$ cat src/common/mul_pkg.sv
// Constants and types for the 8x8 multiply datapath.
package mul_pkg;
    localparam int unsigned DATA_W        = 8;
    localparam int unsigned PROD_W        = 16;
    localparam int unsigned QUARTERS      = 4;
    localparam logic [1:0]  Q_DECODE      = 2'h0;
    localparam logic [1:0]  Q_READ        = 2'h1;
    localparam logic [1:0]  Q_PROCESS     = 2'h2;
    localparam logic [1:0]  Q_WRITE       = 2'h3;
    localparam logic [7:0]  PROD_HI_RESET = 8'h00;
    localparam logic [7:0]  PROD_LO_RESET = 8'h00;
    localparam logic [7:0]  ACCESS_BANK   = 8'h00;

    typedef enum logic [1:0] {
        OP_NONE    = 2'b00,
        OP_LITERAL = 2'b01,
        OP_FILE    = 2'b10
    } mul_op_t;
endpackage

$ cat src/hw/mul_8x8.sv
// Combinational 8x8 unsigned multiplier.
`timescale 1ns/10ps
module mul_8x8 (
    input  wire logic [7:0]  factor_a, // First factor.
    input  wire logic [7:0]  factor_b, // Second factor.
    output logic      [15:0] product   // Full unsigned product.
);
    always_comb begin
        product = 16'(factor_a) * 16'(factor_b);
    end
endmodule // mul_8x8

$ cat src/hw/multiply_unit.sv
// Multiply execution unit: literal and file forms, writing the product pair.
//
// Behaviour
// RQ1 - Literal form: accumulator times immediate, 16-bit product.
// RQ2 - File form: high byte and low byte split.
// RQ3 - Eight-bit file address, byte only read.
// RQ4 - Access bit selects access bank or pointer.
// RQ5 - No flags or accumulator changed.
// RQ6 - One cycle: read Q2, write Q4.
`timescale 1ns/10ps
module multiply_unit (
    input  wire logic        core_clk,            // Core clock, 40 MHz.
    input  wire logic        reset,               // Synchronous reset, active high.
    input  wire logic        quarter_en,          // Quarter enable; each cycle it is high while a multiply is busy and instr_start is low advances the quarter counter.
    input  wire logic        instr_start,         // Pulse in Q1 when a new instruction is decoded.
    input  wire logic        multiply_by_literal_op, // Decoded literal multiply.
    input  wire logic        multiply_by_file_op, // Decoded file multiply.
    input  wire logic [7:0]  operand_field,       // Immediate or file address.
    input  wire logic        access_sel,          // 0 access bank, 1 pointer bank.
    input  wire logic [7:0]  accumulator,         // Working accumulator (read only).
    input  wire logic [7:0]  bank_select_pointer, // Bank pointer register.
    output logic      [15:0] file_read_addr,      // Bank and offset of byte to read.
    output logic             file_read_en,        // Read strobe, Q2 of a file multiply.
    input  wire logic [7:0]  file_read_data,      // Byte returned from the general_purpose_file.
    output logic [7:0]       product_high_byte,   // Upper product byte.
    output logic [7:0]       product_low_byte,    // Lower product byte.
    output logic             product_write        // Pulse when the pair is written.
);
    typedef struct packed {
        logic [1:0]      quarter;
        mul_pkg::mul_op_t op;
        logic [7:0]      operand;
        logic [7:0]      factor;
        logic [7:0]      prod_hi;
        logic [7:0]      prod_lo;
        logic            wr;
        logic            busy;
    } state_t;

    state_t state_reg;
    state_t state_next;
    logic [15:0] product;

    mul_8x8 u_mul (
        .factor_a (accumulator),
        .factor_b (state_reg.factor),
        .product  (product)
    );

    // The bank comes from the instruction bit, not from any latched state.
    always_comb begin
        file_read_addr = {(access_sel ? bank_select_pointer : mul_pkg::ACCESS_BANK), state_reg.operand}; // [RQ3] [RQ4]
        file_read_en   = state_reg.busy && (state_reg.op == mul_pkg::OP_FILE) &&
                         (state_reg.quarter == mul_pkg::Q_READ) && quarter_en; // [RQ6]
    end

    always_comb begin
        state_next    = state_reg;
        state_next.wr = 1'b0;
        if (instr_start) begin
            state_next.quarter = mul_pkg::Q_DECODE;
            state_next.operand = operand_field;
            state_next.busy    = multiply_by_literal_op | multiply_by_file_op;
            if (multiply_by_file_op) begin
                state_next.op = mul_pkg::OP_FILE;
            end else if (multiply_by_literal_op) begin
                state_next.op = mul_pkg::OP_LITERAL;
            end else begin
                state_next.op = mul_pkg::OP_NONE;
            end
        end else if (state_reg.busy && quarter_en) begin
            state_next.quarter = state_reg.quarter + 2'h1;
            case (state_reg.quarter)
                mul_pkg::Q_READ: begin
                    // The file byte is sampled only; nothing writes memory here.
                    state_next.factor = (state_reg.op == mul_pkg::OP_FILE) ?
                                        file_read_data : state_reg.operand; // [RQ1] [RQ3] [RQ6]
                end
                mul_pkg::Q_WRITE: begin
                    state_next.prod_hi = product[15:8]; // [RQ1] [RQ2] [RQ6]
                    state_next.prod_lo = product[7:0];  // [RQ2]
                    state_next.wr      = 1'b1;
                    state_next.busy    = 1'b0;
                end
                default: begin
                end
            endcase
        end
    end

    always_ff @(posedge core_clk) begin
        if (reset) begin
            state_reg <= '{quarter: mul_pkg::Q_DECODE, op: mul_pkg::OP_NONE, operand: 8'h00, factor: 8'h00,
                           prod_hi: mul_pkg::PROD_HI_RESET, prod_lo: mul_pkg::PROD_LO_RESET,
                           wr: 1'b0, busy: 1'b0};
        end else begin
            state_reg <= state_next;
        end
    end

    // No flag or accumulator output exists, so neither can be disturbed.
    assign product_high_byte = state_reg.prod_hi; // [RQ5]
    assign product_low_byte  = state_reg.prod_lo;
    assign product_write     = state_reg.wr;
endmodule // multiply_unit

$ cat config.mk
export PLATFORM = sky130hd
export DESIGN_NAME = multiply_unit
export DESIGN_NICKNAME = d
export VERILOG_FILES = /design/src/common/mul_pkg.sv /design/src/hw/mul_8x8.sv /design/src/hw/multiply_unit.sv
export SDC_FILE = /design/constraint.sdc
export NUM_CORES = 1
export LEC_CHECK = 0
export BUFFER_PORTS_ARGS = -buffer_cell sky130_fd_sc_hd__buf_2
export CAP_MARGIN = 20
export CORE_MARGIN = 1.5
export CORE_UTILIZATION = 55
export DETAILED_ROUTE_END_ITERATION = 10
export PLACE_DENSITY = 0.82
export SLEW_MARGIN = 20
export SYNTH_ARGS = -nofsm -noshare
export SYNTH_HDL_FRONTEND = slang
export SYNTH_HIERARCHICAL = 1
export SYNTH_SLANG_ARGS = --single-unit
$ cat constraint.sdc
create_clock -name core_clk -period 10 [get_ports core_clk]
set_input_delay 2 -clock core_clk [delete_from_list [all_inputs] [get_ports core_clk]]
set_output_delay 2 -clock core_clk [all_outputs]
set_load 0.03 [all_outputs]
==> results of run 1 <==
-- area by class of cell --
cell class / count / area (µm²)
Multi-Input combinational cell: 324 / 2720
Fill cell: 618 / 2620
Sequential cell: 38 / 761
Timing Repair Buffer: 72 / 360
Inverter: 52 / 195
Tap cell: 96 / 120
Clock buffer: 6 / 82.6
Clock inverter: 2 / 12.5
-- worst min-delay path: cells and delay by family (launching register included) --
kind | cells | cell delay, ns
flip-flops | 1 | 0.31
AND/OR/NAND/NOR | 1 | 0.05
AO/OA/AOI/OAI | 1 | 0.05
-- cell families (layout without fill, tap and decap cells) --
logic type	count (synthesis)	in the layout
multiplexers	18	18
AND/OR/NAND/NOR	164	164
AO/OA/AOI/OAI	62	62
adder cells (fa/ha/maj)	74	74
buffers and inverters	90	132
XOR/XNOR	6	6
flip-flops	38	38
-- power by group through the flow --
stage / Sequential (mW) / Combinational [mW] / Clock, mW
floorplan: 0.159 / 0.0268 / 0
global placement: 0.160 / 0.0382 / 0
detailed placement: 0.160 / 0.0395 / 0
CTS: 0.157 / 0.0396 / 0.117
global route: 0.157 / 0.0434 / 0.124
finish: 0.157 / 0.0394 / 0.114
-- routing by layer --
metal,vias up,track usage
met5,-,0
met2,82,0.414
met1,1470,0.264
met4,0,0.0664
li1,1525,-
met3,14,0.0490
-- cells in the final DEF, fill, tap and decap left out, types with 2 or more instances in the layout --
master,Yosys,routed
sky130_fd_sc_hd__and2_1,58,58
sky130_fd_sc_hd__xor2_1,2,2
sky130_fd_sc_hd__mux2i_1,18,18
sky130_fd_sc_hd__nor2_2,2,2
sky130_fd_sc_hd__nor2_1,25,25
sky130_fd_sc_hd__inv_1,52,52
sky130_fd_sc_hd__nor3_1,6,6
sky130_fd_sc_hd__clkbuf_8,0,6
sky130_fd_sc_hd__o31ai_1,2,2
sky130_fd_sc_hd__a211oi_2,2,2
sky130_fd_sc_hd__nand3b_1,2,2
sky130_fd_sc_hd__nand2_1,54,54
sky130_fd_sc_hd__buf_2,5,72
sky130_fd_sc_hd__dfxtp_1,38,38
sky130_fd_sc_hd__a21o_1,4,4
sky130_fd_sc_hd__o311ai_1,2,2
sky130_fd_sc_hd__ha_1,38,38
sky130_fd_sc_hd__nand2b_1,4,4
sky130_fd_sc_hd__xnor2_1,4,4
sky130_fd_sc_hd__and4b_1,2,2
sky130_fd_sc_hd__a211oi_1,8,8
sky130_fd_sc_hd__a21oi_1,25,25
sky130_fd_sc_hd__o21ai_0,5,5
sky130_fd_sc_hd__fa_1,36,36
-- worst max-delay path by stage --
stage | start | end | slack [ns] | cells after the start
detailed placement | accumulator[5] | product_high_byte[4]$_SDFFE_PP0P_ | 3.78 | 15
global route | accumulator[3] | product_high_byte[4]$_SDFFE_PP0P_ | 3.87 | 17
floorplan | accumulator[2] | product_high_byte[4]$_SDFFE_PP0P_ | 4.19 | 14
global placement | accumulator[2] | product_high_byte[4]$_SDFFE_PP0P_ | 3.91 | 15
finish | accumulator[5] | product_high_byte[4]$_SDFFE_PP0P_ | 4.09 | 15
CTS | accumulator[5] | product_high_byte[4]$_SDFFE_PP0P_ | 4.09 | 15
==> impl_metrics.ini, run 1 <==
[logic_synthesis]
synth_simple_gate_area_frac = 0.215
yosysUniqueCellTypes = 53
synth_largest_area_cell = sky130_fd_sc_hd__dfxtp_1
synth.ff_latch_count = 38
postSynthAreaPerCell_um2 = 8.74
synth-edff-count = 0
netlist_top_cells_area = sky130_fd_sc_hd__dfxtp_1, sky130_fd_sc_hd__fa_1, sky130_fd_sc_hd__ha_1, sky130_fd_sc_hd__and2_1, sky130_fd_sc_hd__nand2_1
ys_top_cells_by_count = sky130_fd_sc_hd__and2_1, sky130_fd_sc_hd__nand2_1, sky130_fd_sc_hd__inv_1
synthMostInstantiatedCell = sky130_fd_sc_hd__and2_1
mappedNetlistArea_um2 = 3950
ys_seq_area_frac = 0.192
synth_flop_cell = sky130_fd_sc_hd__dfxtp_1
synth_top_area_frac = 0.192
share_of_cell_area_taken_by_muxes_after_synthesis = 0.0456
synthesis.yosys.warnings = 6
synthArstFlopShare = 0
synth-adder-area-share = 0.303
syn-instance-count = 452
synth_fp_nets = 565
synth_xor_xnor_area_share = 0.0133
compound_cell_area_share_of_the_yosys_netlist = 0.110
dominant_combinational_cell_family_by_area_after_synthesis = adder cells

[layout]
layout-drive-gt1-share = 0.184
total_non_filler_cell_area_in_the_finished_layout_um2 = 4250
layoutNonFillerInstCount = 590
post_route_utilization = 0.618
flip_flop_count_of_the_largest_register_all_copies_and_words_added = 13
syn_to_final_growth_pct = 7.44
number_of_inserted_diodes = 0
fin_nets = 606

[hold_path]
worst_hold_startpoint = product_high_byte[2]$_SDFFE_PP0P_
whs_path_depth = 2
min-delay-path-class = reg -> reg
min_delay_endpoint = product_high_byte[2]$_SDFFE_PP0P_

[drt]
wl_per_cell_um = 13.3
top_layer_used = met4
drc_viols = 0
routed-via-count = 3091
vias_per_cell = 5.24
detailedRoute.firstPassIterationCount = 4
met1Wirelength_mm = 3.28
wl_mm = 7.83
met3RoutedLength_um = 364
route.antenna.remaining_nets = 0
first_iter_violations = 201
wl_met2_mm = 4.04

[place]
postPlaceCellArea_um2 = 4150
placedCellCount = 582
detailed_place_hpwl_mm = 6.34
place_worst_setup_slack_ns = 3.78
io_buffers = 72
gp_congestion = 0.901

[global_route]
grt_pass1_vias = 3197
globalRouteOverflowTotal = 0
pin_count_of_the_biggest_net_entering_global_routing = 39
groute.usage.overall = 0.227
antenna_violations_before_repair = 0
grt_pass1_wl_mm = 13.8

[worst_setup_path]
reg2regPathDepth = 14
critical_path_class = in -> reg
worst_r2r_startpoint = state_reg[24]$_SDFFE_PP0P_
crit-reg2reg-capture = product_high_byte[4]$_SDFFE_PP0P_
worstSetupEndpointType = flip-flop
worst_path_largest_cell_delay_ns = 0.57
worst-path-buf-inv = 3
highest_fanout_seen_on_the_critical_path = 8
crit_chain = buf_2, and2_1, fa_1, fa_1, fa_1, inv_1, fa_1, inv_1, ha_1, a21o_1, and2_1, or4_1, o2111ai_1, nand2_1, a21oi_1
worst_setup_slack_for_register_to_register_paths_ns = 5.45
critical_path_required_ns = 10.22
critical_path_arrival_ns = 6.13
critical_path.startpoint_type = input pin
slowest_stage = sky130_fd_sc_hd__fa_1
cpLargestDelayFamily = adder cells
cell_with_the_most_instances_on_the_worst_path = sky130_fd_sc_hd__fa_1

[power]
p_seq_frac = 0.505
power_frac_clock = 0.368
design_power_total_uw = 310
power.leakage_nw = 2.22
max-vdd-ir-drop_uv = 78.4
power_report.internal_total_uw = 225
switchingPower_uw = 85.0
power.density_nw_per_um2 = 73.0
comb_power_share = 0.127
netSwitchingFraction = 0.274

[job]
number_of_maximum_capacitance_violations = 0

[status]
run_status = completed

[sta]
rsz0062_at_grt = false
report.final.hold_viol_count = 0
maxSlewViolCount = 0
layout_min_cycle_time_ns = 5.91
maxSlewHeadroom = 0.533
finalSetupViolCount = 0
post-route-period-util = 0.591
postLayoutSetupSlackWorst_ns = 4.09
setup_total_negative_slack_ns = 0
worst-slew-pin-transition_ns = 0.701
max_freq_mhz = 169
timing.hold.ws_ns = 0.453
clock-skew-final_ns = 0.00493

[floorplan]
num_io_pins = 73
std_cell_rows = 30
start_util = 0.575
placeableCoreArea_um2 = 6870
die_area_um2 = 7700
die_h_um = 87.8
die_width_um = 87.8

[cts]
tritoncts.num_buffers = 5
cts_root_buffer = sky130_fd_sc_hd__clkbuf_8
hold_buffers_post_cts = 0
insertion_delay_ns = 0.30
postCtsSetupBuffers = 0
clock-sinks = 38
tritoncts = built
number_of_resized_instances_in_the_post_cts_repair_step = 0
clock_pin_slew_worst_setup_and_hold_paths_ns = 0.08
clock_tree.buffer_depth = 2
h-tree-depth = 2
No activity file was read; power rests on OpenSTA's default activity.
==> inputs of run 2 (changes only) <==
Clock period 10 ns to 5.65 ns, I/O delays scaled along.
==> run 2 against run 1 <==
Compared with the run above: final cell count stayed put; die area stayed put; largest cell class unchanged; global-route usage hardly changed; largest power group unchanged; first-iteration DRC count is 16% lower; clock-buffer cell count stayed put; sequential cell count stayed put; critical endpoint unchanged; design area stayed put; utilization stayed put; combinational power is 77% higher; clock skew hardly changed.
==> impl_metrics.ini, run 2 (synthesized netlist as in run 1, its figures left out) <==
[place]
place_worst_setup_slack_ns = 0.299
detailed_place_hpwl_mm = 6.31
gp_congestion = 0.901
io_buffers = 72
placedCellCount = 582

[drt]
detailedRoute.firstPassIterationCount = 4
wl_per_cell_um = 13.3
met1Wirelength_mm = 3.24
wl_met2_mm = 4.09
first_iter_violations = 169
route.antenna.remaining_nets = 0
wl_mm = 7.85
routed-via-count = 3118
vias_per_cell = 5.28
drc_viols = 0
top_layer_used = met4
met3RoutedLength_um = 396

[sta]
finalSetupViolCount = 0
max_freq_mhz = 197
postLayoutSetupSlackWorst_ns = 0.574
rsz0062_at_grt = false
worst-slew-pin-transition_ns = 0.701
post-route-period-util = 0.898
layout_min_cycle_time_ns = 5.08
report.final.hold_viol_count = 0
maxSlewHeadroom = 0.533
clock-skew-final_ns = 0.00483
maxSlewViolCount = 0
setup_total_negative_slack_ns = 0

[layout]
layoutNonFillerInstCount = 590
fin_nets = 606
layout_common_cells = sky130_fd_sc_hd__buf_2, sky130_fd_sc_hd__and2_1, sky130_fd_sc_hd__nand2_1, sky130_fd_sc_hd__inv_1
layout_commonest_cell = sky130_fd_sc_hd__buf_2
syn_to_final_growth_pct = 7.44
number_of_inserted_diodes = 0
flip_flop_count_of_the_largest_register_all_copies_and_words_added = 13
layout-drive-gt1-share = 0.184
post_route_utilization = 0.618

[floorplan]
num_io_pins = 73
die_width_um = 87.8
die_h_um = 87.8
std_cell_rows = 30
start_util = 0.575
placeableCoreArea_um2 = 6870
die_area_um2 = 7700

[cts]
h-tree-depth = 2
clock_tree.buffer_depth = 2
clock-sinks = 38
hold_buffers_post_cts = 0
cts_root_buffer = sky130_fd_sc_hd__clkbuf_8
tritoncts.num_buffers = 5
clock_pin_slew_worst_setup_and_hold_paths_ns = 0.08
insertion_delay_ns = 0.30
postCtsSetupBuffers = 0
number_of_resized_instances_in_the_post_cts_repair_step = 0
tritoncts = built

[global_route]
grt_pass1_wl_mm = 13.8
grt_pass1_vias = 3146
pin_count_of_the_biggest_net_entering_global_routing = 39
antenna_violations_before_repair = 0
globalRouteOverflowTotal = 0
groute.usage.overall = 0.226

[power]
power.density_nw_per_um2 = 129
power.leakage_nw = 2.22
max-vdd-ir-drop_uv = 141

[worst_setup_path]
cell_with_the_most_instances_on_the_worst_path = sky130_fd_sc_hd__fa_1
slowest_stage = sky130_fd_sc_hd__fa_1
worstSetupEndpointType = flip-flop
crit_chain = buf_2, and2_1, fa_1, fa_1, fa_1, inv_1, fa_1, inv_1, ha_1, a21o_1, and2_1, or4_1, o2111ai_1, nand2_1, a21oi_1
critical_path_required_ns = 5.87
highest_fanout_seen_on_the_critical_path = 8
critical_path_arrival_ns = 5.30
critical_path_class = in -> reg
worst_path_largest_cell_delay_ns = 0.58
critical_path.startpoint_type = input pin

[hold_path]
min-delay-path-class = reg -> reg

[job]
number_of_maximum_capacitance_violations = 0

[status]
run_status = completed
[run 2: layout make-up]
class / instances / area (µm²)
flip-flops and latches: 38 / 761
inverters: 52 / 195
fillers: 626 / 2620
clock inverters: 2 / 12.5
well taps: 96 / 120
repair buffers: 72 / 360
clock buffers: 6 / 82.6
multi-input cells: 324 / 2720
[run 2: worst paths after layout]
path	from	endpoint	slack, ns	depth (start not counted)
max	accumulator[5]	product_high_byte[4]$_SDFFE_PP0P_	0.57	15
min	product_high_byte[2]$_SDFFE_PP0P_	product_high_byte[2]$_SDFFE_PP0P_	0.46	2
max reg2reg	state_reg[24]$_SDFFE_PP0P_	product_high_byte[4]$_SDFFE_PP0P_	1.04	14
min reg2reg	product_high_byte[2]$_SDFFE_PP0P_	product_high_byte[2]$_SDFFE_PP0P_	0.46	2
[run 2: critical path, delay by kind of cell]
| kind | cells | cell delay [ns] |
|---|---|---|
| fa+ha+maj | 5 | 2.49 |
| buf+inv | 3 | 0.24 |
| compound gates | 3 | 0.49 |
| simple gates | 4 | 0.94 |
[run 2: where the power goes]
| part | leakage, nW | internal [mW] | switching (mW) |
|---|---|---|---|
| Clock | 0.0472 | 0.0982 | 0.104 |
| Combinational | 1.86 | 0.0276 | 0.0422 |
| Sequential | 0.308 | 0.273 | 0.00430 |
| Total | 2.22 | 0.399 | 0.151 |
[run 2: metrics by stage]
| step | instance area [µm²] | hold slack (ns) | total power [mW] |
|---|---|---|---|
| final | 4250 | 0.455 | 0.549 |
| after floorplan | 3950 | 0.437 | 0.330 |
| after global routing | 4250 | 0.478 | 0.573 |
| after CTS | 4250 | 0.457 | 0.555 |
| after global placement | 4150 | 0.441 | 0.351 |
| after detailed placement | 4150 | 0.446 | 0.353 |
[run 2: routing by layer]
metal	up-vias	track usage
li1	1522	-
met1	1480	0.268
met2	103	0.418
met3	13	0.0349
met4	0	0.0678
met5	-	0
==> inputs of run 3 (changes only) <==
Settings changed: PLACE_DENSITY 0.82 to 0.79.
==> run 3 against run 2 <==
Compared with the run above: sequential cell count unchanged; register-to-register slack better by 0.11 ns; highest routed layer unchanged; setup slack improved by 0.080 ns; die area is the same; largest cell class unchanged; clock skew is 0.0021 ns higher; design area grew 1.0%; critical path depth grew 3.
==> impl_metrics.ini, run 3 (synthesized netlist as in run 1, its figures left out) <==
[status]
run_status = completed

[global_route]
pin_count_of_the_biggest_net_entering_global_routing = 39
grt_pass1_vias = 3302
globalRouteOverflowTotal = 0
antenna_violations_before_repair = 0
most_used_layer_global_route = met2
gr-usage-met3 = 0.0349
grt_pass1_wl_mm = 14.0
grt.met1_usage = 0.255
groute.usage.overall = 0.228
grtUsageMet2 = 0.446

[hold_path]
whs_path_depth = 2
min-delay-path-class = reg -> reg

[layout]
multi_input_area_um2 = 2720
fin_nets = 606
layout-drive-gt1-share = 0.184
flip_flop_count_of_the_largest_register_all_copies_and_words_added = 13
final.fill_count = 613
layout_common_cells = sky130_fd_sc_hd__buf_2, sky130_fd_sc_hd__and2_1, sky130_fd_sc_hd__nand2_1, sky130_fd_sc_hd__inv_1
layout_commonest_cell = sky130_fd_sc_hd__buf_2
area.sequential_um2 = 761
layoutNonFillerInstCount = 590
number_of_inserted_diodes = 0
syn_to_final_growth_pct = 8.52

[cts]
clock_tree.buffer_depth = 2
hold_buffers_post_cts = 0
insertion_delay_ns = 0.29
h-tree-depth = 2
clock-sinks = 38
cts_root_buffer = sky130_fd_sc_hd__clkbuf_8
number_of_resized_instances_in_the_post_cts_repair_step = 0
tritoncts.num_buffers = 5
postCtsSetupBuffers = 0
tritoncts = built
clock_pin_slew_worst_setup_and_hold_paths_ns = 0.08

[sta]
worst-slew-pin-transition_ns = 0.693
finalSetupViolCount = 0
maxSlewViolCount = 0
setup_total_negative_slack_ns = 0
post-route-period-util = 0.884
clock-skew-final_ns = 0.00697
rsz0062_at_grt = false
max_freq_mhz = 200
report.final.hold_viol_count = 0
layout_min_cycle_time_ns = 5.00
maxSlewHeadroom = 0.538

[drt]
first_iter_violations = 154
detailedRoute.firstPassIterationCount = 4
route.antenna.remaining_nets = 0
wl_mm = 7.83
routed-via-count = 3074
drc_viols = 0
wl_per_cell_um = 13.3
vias_per_cell = 5.21

[place]
detailed_place_hpwl_mm = 6.33
placedCellCount = 582
io_buffers = 72
gp_congestion = 0.881

[floorplan]
die_area_um2 = 7700
die_h_um = 87.8
std_cell_rows = 30
placeableCoreArea_um2 = 6870
start_util = 0.575
num_io_pins = 73
die_width_um = 87.8

[worst_setup_path]
cp_num_cells = 18
critical_path_arrival_ns = 5.21
worst-path-buf-inv = 5
critical_path_required_ns = 5.87
slowest_stage = sky130_fd_sc_hd__fa_1
worstSetupEndpointType = flip-flop
critical_path.startpoint_type = input pin
highest_fanout_seen_on_the_critical_path = 8
critical_path_class = in -> reg
reg2regPathDepth = 16
cpLargestDelayFamily = adder cells
crit_chain = buf_2, and2_1, fa_1, inv_1, fa_1, inv_1, fa_1, inv_1, fa_1, inv_1, ha_1, o21a_1, o31a_4, o311ai_1, nand4b_1, o311ai_1, nand2_1, a21oi_1
worst_path_largest_cell_delay_ns = 0.53

[power]
max-vdd-ir-drop_uv = 137
power.leakage_nw = 2.24
power.density_nw_per_um2 = 145

[job]
number_of_maximum_capacitance_violations = 0
## run 3: tightest hold or removal path: cells and delay by family, from the launching register on
family	cells	cell delay, ns
AOI/OAI and AO/OA	1	0.05
DFF	1	0.31
and+or+nand+nor	1	0.05
## run 3: per-stage QoR
step	power [mW]	cell area [µm²]	setup WS (ns)	hold WS, ns	util
detailed placement	0.354	4150	0.365	0.445	0.604
floorplan	0.330	3950	0.710	0.437	-
finish	0.623	4290	0.654	0.455	0.624
global route	0.652	4290	0.341	0.477	0.624
CTS	0.630	4290	0.661	0.457	0.624
global placement	0.351	4150	0.433	0.442	0.604
## run 3: area by class of cell
type	instances	area share
multi-input cells	324	0.633
repair buffers	72	0.0840
clock buffers	5	0.0160
inverters	52	0.0455
well taps	96	0.0280
clock inverters	3	0.0160
flip-flops and latches	38	0.177
## run 3: power by group
| part | switching, mW | internal (mW) | leakage (nW) | total, mW |
|---|---|---|---|---|
| clock | 0.0995 | 0.177 | 0.0683 | 0.276 |
| sequential | 0.00442 | 0.273 | 0.308 | 0.277 |
| combinational | 0.0423 | 0.0275 | 1.86 | 0.0698 |
| total | 0.146 | 0.477 | 2.24 | 0.623 |
## run 3: path summary, 6_finish.rpt
kind / slack [ns] / to / from
setup / recovery: 0.65 / product_high_byte[5]$_SDFFE_PP0P_ / accumulator[3]
hold / removal: 0.46 / product_low_byte[0]$_SDFFE_PP0P_ / product_low_byte[0]$_SDFFE_PP0P_
hold reg to reg: 0.46 / product_low_byte[0]$_SDFFE_PP0P_ / product_low_byte[0]$_SDFFE_PP0P_
setup reg to reg: 1.15 / product_high_byte[5]$_SDFFE_PP0P_ / state_reg[25]$_SDFFE_PP0P_
## run 3: metal layers
layer / routed length [µm] / share of wire / up-vias
li1: - / - / 1524
met1: 3180 / 0.41 / 1465
met2: 4250 / 0.54 / 73
met3: 289 / 0.037 / 12
met4: 108 / 0.014 / 0
met5: 0 / 0 / -
